===== src/bodec_defines.svh =====
// Constants for the boolean-op and operand decode block.
// Assumes a core fetch unit supplying opcode and operand bytes.
// Function
// - Carry and bit clear, set, invert
// - Carry becomes carry AND bit
// - Carry becomes carry AND NOT bit
// - Carry becomes carry OR bit
// - Carry becomes carry OR NOT bit
// - Copy bit into carry, one cycle
// - Copy carry into bit, two cycles
// - Indirect address from bank R0/R1
// - Direct byte selects low RAM or special register
// - Immediate byte comes from instruction stream
// - Sixteen-bit immediate from bytes two, three
// - Long target is full 16 bits
// - Page target keeps upper five bits
// - Relative offset signed, from next instruction
// - Low nibble 8..F selects register 0..7
// - Page opcodes low nibble one, odd/even
// - Accumulator self-move left undefined
`ifndef BODEC_DEFINES_SVH
`define BODEC_DEFINES_SVH
`define BODEC_OP_BIT_CLEAR_C 8'hc3
`define BODEC_OP_BIT_CLEAR_B 8'hc2
`define BODEC_OP_BIT_FORCE_HIGH_C 8'hd3
`define BODEC_OP_BIT_FORCE_HIGH_B 8'hd2
`define BODEC_OP_BIT_INVERT_C 8'hb3
`define BODEC_OP_BIT_INVERT_B 8'hb2
`define BODEC_OP_LOGICAL_AND_B 8'h82
`define BODEC_OP_LOGICAL_AND_NB 8'hb0
`define BODEC_OP_LOGICAL_OR_B 8'h72
`define BODEC_OP_LOGICAL_OR_NB 8'ha0
`define BODEC_OP_TRANSFER_CB 8'ha2
`define BODEC_OP_TRANSFER_BC 8'h92
`define BODEC_OP_LONG_JUMP 8'h02
`define BODEC_OP_LONG_CALL 8'h12
`define BODEC_OP_SHORT_BRANCH 8'h80
`define BODEC_PG_LOW_NIBBLE 4'h1
`define BODEC_PG_CALL_BIT 4
`define BODEC_IND_CODE 3'h3
`define BODEC_RST_BIT 1'h0
`define BODEC_RST_BYTE 8'h00
`define BODEC_RST_WREG 5'h00
`define BODEC_RST_WORD 16'h0000
`define BODEC_LOW_RAM_TOP 8'h80
`define BODEC_BIT_RAM_BASE 8'h20
`define BODEC_CYC_ONE 2'h1
`define BODEC_CYC_TWO 2'h2
`endif


===== src/bodec_pkg.sv =====
// Types shared by the decode block and its bench.
// Assumes bodec_defines.svh for numeric constants.
package bodec_pkg;
  typedef enum {BODEC_IDLE, BODEC_WAIT} bodec_state_t;
  typedef struct packed {
    logic [7:0] op;
    logic [7:0] b2;
    logic [7:0] b3;
    logic [15:0] next_pc;
    logic valid;
  } bodec_instr_t;
  typedef struct packed {
    logic we;
    logic [7:0] addr;
    logic [2:0] pos;
    logic val;
  } bodec_bitwr_t;
endpackage


===== src/bodec_core.sv =====
// Boolean-variable instruction executor and operand decoder.
// Assumes the fetch unit presents whole instructions with next_pc, and
// bit_rd_val is the current value of the bit at b2 (combinational).
`timescale 1ns/1ps
`include "bodec_defines.svh"
module bodec_core
(
  // Clock and reset
  input wire logic clk,
  input wire logic rst_n,
  // Instruction in
  input bodec_pkg::bodec_instr_t instr,
  input wire logic [1:0] bank_sel,
  input wire logic [7:0] ptr_r0,
  input wire logic [7:0] ptr_r1,
  input wire logic bit_rd_val,
  // Instruction done and status
  output logic busy,
  output logic done,
  output logic carry,
  output bodec_pkg::bodec_bitwr_t bit_wr,
  // Decoded operands
  output logic [7:0] ram_addr,
  output logic is_special_function_register,
  output logic [4:0] wreg_addr,
  output logic [7:0] imm8,
  output logic [15:0] imm16,
  output logic [15:0] branch_target,
  output logic is_call
);
  // ***************************************************************
  // Helper functions
  // ***************************************************************
  // Byte holding a bit: RAM 20h..2Fh below 80h, special regs above
  function automatic logic [7:0] bit_byte(input logic [7:0] a);
    bit_byte = a[7] ? {a[7:3], 3'h0} :
      (`BODEC_BIT_RAM_BASE + {4'h0, a[6:3]});
  endfunction

  // Sign extension of a relative offset byte
  function automatic logic [15:0] sext8(input logic [7:0] b);
    sext8 = {{8{b[7]}}, b};
  endfunction

  // ***************************************************************
  // Instruction fields
  // ***************************************************************
  wire logic [7:0] op = instr.op;
  wire logic [7:0] b2 = instr.b2;
  wire logic [7:0] b3 = instr.b3;
  wire logic [15:0] next_pc = instr.next_pc;

  // ***************************************************************
  // Opcode match
  // ***************************************************************
  wire logic op_clear_c = op == `BODEC_OP_BIT_CLEAR_C;
  wire logic op_clear_b = op == `BODEC_OP_BIT_CLEAR_B;
  wire logic op_set_c = op == `BODEC_OP_BIT_FORCE_HIGH_C;
  wire logic op_set_b = op == `BODEC_OP_BIT_FORCE_HIGH_B;
  wire logic op_inv_c = op == `BODEC_OP_BIT_INVERT_C;
  wire logic op_inv_b = op == `BODEC_OP_BIT_INVERT_B;
  wire logic op_and_b = op == `BODEC_OP_LOGICAL_AND_B;
  wire logic op_and_nb = op == `BODEC_OP_LOGICAL_AND_NB;
  wire logic op_or_b = op == `BODEC_OP_LOGICAL_OR_B;
  wire logic op_or_nb = op == `BODEC_OP_LOGICAL_OR_NB;
  wire logic op_bit_to_c = op == `BODEC_OP_TRANSFER_CB;
  wire logic op_c_to_bit = op == `BODEC_OP_TRANSFER_BC;
  wire logic op_long_jump = op == `BODEC_OP_LONG_JUMP;
  wire logic op_long_call = op == `BODEC_OP_LONG_CALL;
  wire logic op_short_branch = op == `BODEC_OP_SHORT_BRANCH;

  // ***************************************************************
  // Addressing forms
  // ***************************************************************
  wire logic is_pg = op[3:0] == `BODEC_PG_LOW_NIBBLE;
  wire logic pg_is_call = op[`BODEC_PG_CALL_BIT];
  wire logic is_work_reg = op[3];
  wire logic is_ind = op[3:1] == `BODEC_IND_CODE;
  wire logic is_long = op_long_jump || op_long_call;
  wire logic is_branch = is_pg || is_long || op_short_branch;
  wire logic bool_op = op_clear_b || op_set_b || op_inv_b ||
    op_and_b || op_and_nb || op_or_b || op_or_nb ||
    op_bit_to_c || op_c_to_bit;

  // ***************************************************************
  // Operand addresses
  // ***************************************************************
  wire logic [7:0] ind_ptr = op[0] ? ptr_r1 : ptr_r0;
  wire logic [7:0] bit_home = bit_byte(b2);
  wire logic [7:0] dir_addr = bool_op ? bit_home : b2;
  // Accumulator self-move is not trapped; its outcome is don't-care
  wire logic [7:0] ram_nxt = is_ind ? ind_ptr : dir_addr;
  wire logic spec_nxt = !is_ind && dir_addr >= `BODEC_LOW_RAM_TOP;
  wire logic [4:0] wreg_nxt = {bank_sel, op[2:0]};

  // ***************************************************************
  // Immediates and targets
  // ***************************************************************
  wire logic [7:0] imm8_nxt = b2;
  wire logic [15:0] imm16_nxt = {b2, b3};
  wire logic [15:0] rel_tgt = next_pc + sext8(b2);
  // Upper five bits follow the next instruction, keeping the page
  wire logic [15:0] pg_tgt = {next_pc[15:11], op[7:5], b2};
  wire logic [15:0] long_tgt = {b2, b3};
  wire logic [15:0] tgt_nxt = is_pg ? pg_tgt :
    (is_long ? long_tgt : rel_tgt);
  wire logic call_nxt = (is_pg && pg_is_call) || op_long_call;

  // ***************************************************************
  // Carry and bit results
  // ***************************************************************
  logic carry_nxt;
  logic wr_nxt;
  logic val_nxt;
  logic [1:0] cyc_nxt;
  always_comb
  begin
    carry_nxt = carry;
    wr_nxt = 1'b0;
    val_nxt = 1'b0;
    cyc_nxt = `BODEC_CYC_ONE;
    unique case (op)
      `BODEC_OP_BIT_CLEAR_C: carry_nxt = 1'b0;
      `BODEC_OP_BIT_FORCE_HIGH_C: carry_nxt = 1'b1;
      `BODEC_OP_BIT_INVERT_C: carry_nxt = !carry;
      `BODEC_OP_BIT_CLEAR_B:
      begin
        wr_nxt = 1'b1;
        val_nxt = 1'b0;
      end
      `BODEC_OP_BIT_FORCE_HIGH_B:
      begin
        wr_nxt = 1'b1;
        val_nxt = 1'b1;
      end
      `BODEC_OP_BIT_INVERT_B:
      begin
        wr_nxt = 1'b1;
        val_nxt = !bit_rd_val;
      end
      `BODEC_OP_LOGICAL_AND_B:
      begin
        carry_nxt = carry & bit_rd_val;
        cyc_nxt = `BODEC_CYC_TWO;
      end
      `BODEC_OP_LOGICAL_AND_NB:
      begin
        carry_nxt = carry & !bit_rd_val;
        cyc_nxt = `BODEC_CYC_TWO;
      end
      `BODEC_OP_LOGICAL_OR_B:
      begin
        carry_nxt = carry | bit_rd_val;
        cyc_nxt = `BODEC_CYC_TWO;
      end
      `BODEC_OP_LOGICAL_OR_NB:
      begin
        carry_nxt = carry | !bit_rd_val;
        cyc_nxt = `BODEC_CYC_TWO;
      end
      `BODEC_OP_TRANSFER_CB: carry_nxt = bit_rd_val;
      `BODEC_OP_TRANSFER_BC:
      begin
        wr_nxt = 1'b1;
        val_nxt = carry;
        cyc_nxt = `BODEC_CYC_TWO;
      end
      default:
      begin
        if (is_branch)
          cyc_nxt = `BODEC_CYC_TWO;
      end
    endcase
  end

  // ***************************************************************
  // Sequencing
  // ***************************************************************
  bodec_pkg::bodec_state_t st_r;
  bodec_pkg::bodec_state_t st_nxt;
  logic wr_pending_r;
  wire logic take = instr.valid && st_r == bodec_pkg::BODEC_IDLE;
  wire logic two = cyc_nxt == `BODEC_CYC_TWO;
  wire logic in_wait = st_r == bodec_pkg::BODEC_WAIT;
  wire logic busy_nxt = take && two;
  wire logic done_nxt = (take && !two) || in_wait;
  // Bit write of a two-cycle op is held back to its second cycle
  wire logic we_nxt = (take && wr_nxt && !two) ||
    (in_wait && wr_pending_r);
  wire logic pending_nxt = take && wr_nxt && two;

  always_comb
  begin
    st_nxt = bodec_pkg::BODEC_IDLE;
    unique case (st_r)
      bodec_pkg::BODEC_IDLE:
        if (take && two)
          st_nxt = bodec_pkg::BODEC_WAIT;
      bodec_pkg::BODEC_WAIT:
        st_nxt = bodec_pkg::BODEC_IDLE;
    endcase
  end

  bodec_pkg::bodec_bitwr_t bit_wr_nxt;
  always_comb
  begin
    bit_wr_nxt = bit_wr;
    bit_wr_nxt.we = we_nxt;
    if (take)
    begin
      bit_wr_nxt.addr = bit_home;
      bit_wr_nxt.pos = b2[2:0];
      bit_wr_nxt.val = val_nxt;
    end
  end

  // ***************************************************************
  // State registers
  // ***************************************************************
  always_ff @(posedge clk)
  begin
    if (!rst_n)
      st_r <= bodec_pkg::BODEC_IDLE;
    else
      st_r <= st_nxt;
  end

  always_ff @(posedge clk)
  begin
    if (!rst_n)
      wr_pending_r <= `BODEC_RST_BIT;
    else
      wr_pending_r <= pending_nxt;
  end

  // ***************************************************************
  // Output registers
  // ***************************************************************
  always_ff @(posedge clk)
  begin
    if (!rst_n)
      busy <= `BODEC_RST_BIT;
    else
      busy <= busy_nxt;
  end

  always_ff @(posedge clk)
  begin
    if (!rst_n)
      done <= `BODEC_RST_BIT;
    else
      done <= done_nxt;
  end

  // Two-cycle carry ops commit at take; carry stands until next take
  always_ff @(posedge clk)
  begin
    if (!rst_n)
      carry <= `BODEC_RST_BIT;
    else if (take)
      carry <= carry_nxt;
  end

  always_ff @(posedge clk)
  begin
    if (!rst_n)
      bit_wr <= '0;
    else
      bit_wr <= bit_wr_nxt;
  end

  always_ff @(posedge clk)
  begin
    if (!rst_n)
      ram_addr <= `BODEC_RST_BYTE;
    else if (take)
      ram_addr <= ram_nxt;
  end

  always_ff @(posedge clk)
  begin
    if (!rst_n)
      is_special_function_register <= `BODEC_RST_BIT;
    else if (take)
      is_special_function_register <= spec_nxt;
  end

  always_ff @(posedge clk)
  begin
    if (!rst_n)
      wreg_addr <= `BODEC_RST_WREG;
    else if (take && is_work_reg)
      wreg_addr <= wreg_nxt;
  end

  always_ff @(posedge clk)
  begin
    if (!rst_n)
      imm8 <= `BODEC_RST_BYTE;
    else if (take)
      imm8 <= imm8_nxt;
  end

  always_ff @(posedge clk)
  begin
    if (!rst_n)
      imm16 <= `BODEC_RST_WORD;
    else if (take)
      imm16 <= imm16_nxt;
  end

  always_ff @(posedge clk)
  begin
    if (!rst_n)
      branch_target <= `BODEC_RST_WORD;
    else if (take)
      branch_target <= tgt_nxt;
  end

  always_ff @(posedge clk)
  begin
    if (!rst_n)
      is_call <= `BODEC_RST_BIT;
    else if (take)
      is_call <= call_nxt;
  end
endmodule // bodec_core


===== config.mk =====
export PLATFORM = sky130hd
export DESIGN_NAME = bodec_core
export DESIGN_NICKNAME = d
export VERILOG_FILES = /design/src/bodec_pkg.sv /design/src/bodec_core.sv
export VERILOG_INCLUDE_DIRS = /design/src /design/src/src
export SDC_FILE = /design/constraint.sdc
export NUM_CORES = 1
export LEC_CHECK = 0
export BUFFER_PORTS_ARGS = -buffer_cell sky130_fd_sc_hd__buf_2
export CAP_MARGIN = 20
export CORE_AREA = 2 2 88 90
export CTS_BUF_LIST = sky130_fd_sc_hd__clkbuf_4 sky130_fd_sc_hd__clkbuf_8 sky130_fd_sc_hd__clkbuf_16
export DETAILED_ROUTE_END_ITERATION = 7
export DIE_AREA = 0 0 90 92
export PLACE_DENSITY = 0.84
export SYNTH_ARGS = -nofsm -noshare
export SYNTH_HDL_FRONTEND = slang
export SYNTH_SLANG_ARGS = --single-unit

===== constraint.sdc =====
create_clock -name clk -period 3 [get_ports clk]
set_input_delay 0 -clock clk [delete_from_list [all_inputs] [get_ports clk]]
set_output_delay 0 -clock clk [all_outputs]
set_load 0.005 [all_outputs]

==> out/results.txt <==
Reg2Reg Depth -> 4
Reg2Reg Setup Slack -> 1.21 ns
Setup TNS -> 0 ns
post-synth cell types -> 62
# nets final -> 698
Iter 0 DRT Violations -> 338
P_leak -> 2.23 nW
vias in the first global route -> 3,772
starting density of the core -> 52.6%
# H-tree levels -> 3
hold crit path type -> input port to flop
Post-Syn Area -> 3920 µm²
IO Pins -> 133
most area-hungry cell type in the Yosys netlist -> dfxtp_1
root buf cell -> clkbuf_8
share of layout cells above drive strength 1 -> 26.2%
Die ar. -> 8280 µm²
DRC -> 0
Slew Limit Fails -> 0
syn avg cell area -> 7.83 µm²
fillers -> 677
leading cell type in the layout, fill and taps excluded -> buf_2
Max rail drop VDD -> 0.205 mV
status -> complete, no violations
endpoint type of the worst setup path -> flop
Area contributors post-synth -> dfxtp_1 31%, nand2_1 7.6%, a21boi_0 5.9%, ha_1 4.8%, o21ai_0 4.5%
CTS tree -> yes
worst hold slack -> 0.00431 ns
clock latency on the worst-skew pair -> 0.34 ns
placed instance area -> 4510 µm²
routed vias/inst -> 5.73
Required @ worst endpoint -> 3.24 ns
IO Port Bufs -> 132
Final Cycle Share -> 85.3%
initial antenna violation count -> 0
Placer Congestion -> 0.875
FF-to-FF End -> ram_addr[7]
critical path type -> input port to flop
Ys Warns -> 0
# setup viols final -> 0
gate count of the mapped netlist -> 500
diode count -> 0
max cap viols -> 0
asr flop ratio synth -> 0%
Final Hold Vio Count -> 0
Post-synth EDFFs -> 0
Hold Startpoint -> instr[30]
Hold Path Stages -> 3
Die Y -> 92 µm
sequential share of the synthesized area -> 31.2%
Clock Tree Buf Depth -> 2
GR Overflow Total -> 0
Resized Gates After CTS -> 0
Hold Path End -> imm8[5]
GRT Util Overall -> 27.7%
CP max FO -> 5
Placed Instances -> 694
RSZ-0062 raised after global routing -> no
Final Core Density -> 65.0%
vias -> 4,153
CP startpoint kind -> input port
number of hold buffers added after cts -> 17
die width -> 90 µm
synthesized flop and latch total -> 61
PD cells -> 424 nW/µm²
Core ar. -> 7450 µm²
Syn-to-layout area delta -> 23.5%
Main synth FF type -> dfxtp_1
pin count of the biggest net entering global routing -> 50
Finished Layout Cells -> 725
reg2reg start -> st_r[0]
clk_skew -> 0.00458 ns
Worst-Margin Slew -> 0.757 ns
drt pass-1 iters -> 5
Post-DRT Antenna Nets -> 0
Finished Cell Area -> 4840 µm²
Slew HR -> 49.5%
site row count -> 32
Reg clk slew, reported paths -> 0.06 ns
Tmin final -> 2.56 ns
# clock sinks -> 61
Final HPWL DP -> 8110 µm
fmax -> 0.391 GHz
first-pass GRT wire length -> 18,500 µm
routed length per instance -> 16.0 µm
Total Routed Length -> 11,600 µm
critical path arrival -> 2.80 ns
Setup Buffers After CTS -> 0
share of the synthesized area in the top cell type -> 31.2%
commonest cells after routing, fill and taps aside -> 132 x buf_2, 79 x nand2_1, 61 x dfxtp_1
Num CTS Buffers -> 9
Post-Syn Nets -> 578
==> stage by stage <==
step	setup slack, ns	total power [mW]
detailed placement	0.660	1.42
global placement	0.711	1.41
global route	0.299	2.15
finish	0.441	2.05
CTS	0.487	2.04
floorplan	1.06	1.24
==> layout make-up <==
cell class	count	area [µm²]	share of cell area, %
clock buffers	11	139	2.87
well taps	102	128	2.64
clock inverters	3	15.0	0.310
flip-flops and latches	61	1220	25.2
multi-input cells	386	2440	50.4
repair buffers	154	868	17.9
inverters	8	30.0	0.621
==> flip-flops by register name, indices dropped and copies added (netlist names) <==
signal,count
is_call,1
branch_target,16
bit_wr,12
imm8,5
ram_addr,8
is_special_function_register,1
carry,1
done,1
wr_pending_r,1
wreg_addr,5
imm16,8
busy,1
st_r,1
==> logic make-up after synthesis <==
kind of cell | synth area share (%)
AND/OR/NAND/NOR | 21.8
AO/OA/AOI/OAI | 28.7
flip-flops | 31.2
buffers and inverters | 6.84
adder cells (fa/ha/maj) | 5.30
multiplexers | 3.90
XOR/XNOR | 2.24
==> routing by layer <==
layer,GRT usage [%],vias to the layer above,wire (µm)
met5,0,-,0
met3,5.92,29,789
met4,9.74,0,293
met2,47.4,186,5680
li1,-,2023,-
met1,34.7,1915,4840
==> power by group <==
| part | leakage (nW) | internal (mW) | switching (mW) | total [mW] |
|---|---|---|---|---|
| Clock | 0.0856 | 0.304 | 0.313 | 0.618 |
| Combinational | 1.65 | 0.242 | 0.299 | 0.541 |
| Sequential | 0.502 | 0.864 | 0.0280 | 0.892 |
==> cell usage after synthesis, types with 6 or more instances <==
cell type / instances
ha_1: 15
dfxtp_1: 61
a21boi_0: 31
o211ai_1: 8
nand3_1: 20
xor2_1: 6
mux2i_1: 13
inv_1: 8
and2_1: 7
nand2_1: 79
a21oi_1: 29
o21ai_0: 35
clkbuf_1: 24
buf_4: 14
nor2_1: 29
o21a_1: 10
nor2b_1: 13
nor3_1: 9
==> how the worst max path moves through the flow <==
| stage | startpoint | end | slack [ns] | cells past startpoint |
|---|---|---|---|---|
| floorplan | instr[1] | branch_target[12] | 1.06 | 10 |
| global placement | instr[25] | branch_target[12] | 0.71 | 11 |
| detailed placement | instr[25] | branch_target[12] | 0.66 | 11 |
| CTS | instr[25] | branch_target[12] | 0.49 | 12 |
| global route | instr[25] | branch_target[12] | 0.30 | 12 |
| finish | instr[25] | branch_target[12] | 0.44 | 12 |
==> worst max-delay path, cell delays in order <==
cell and delay (ns):
dlygate4sd3_1 0.52, buf_2 0.18, ha_1 0.21, inv_1 0.07
fa_1 0.37, nor2b_1 0.19, o31a_1 0.22, o41ai_2 0.12
o31ai_1 0.33, mux2i_1 0.23, a31oi_1 0.10, a31o_2 0.25
Power figures use the tool's default switching activity.
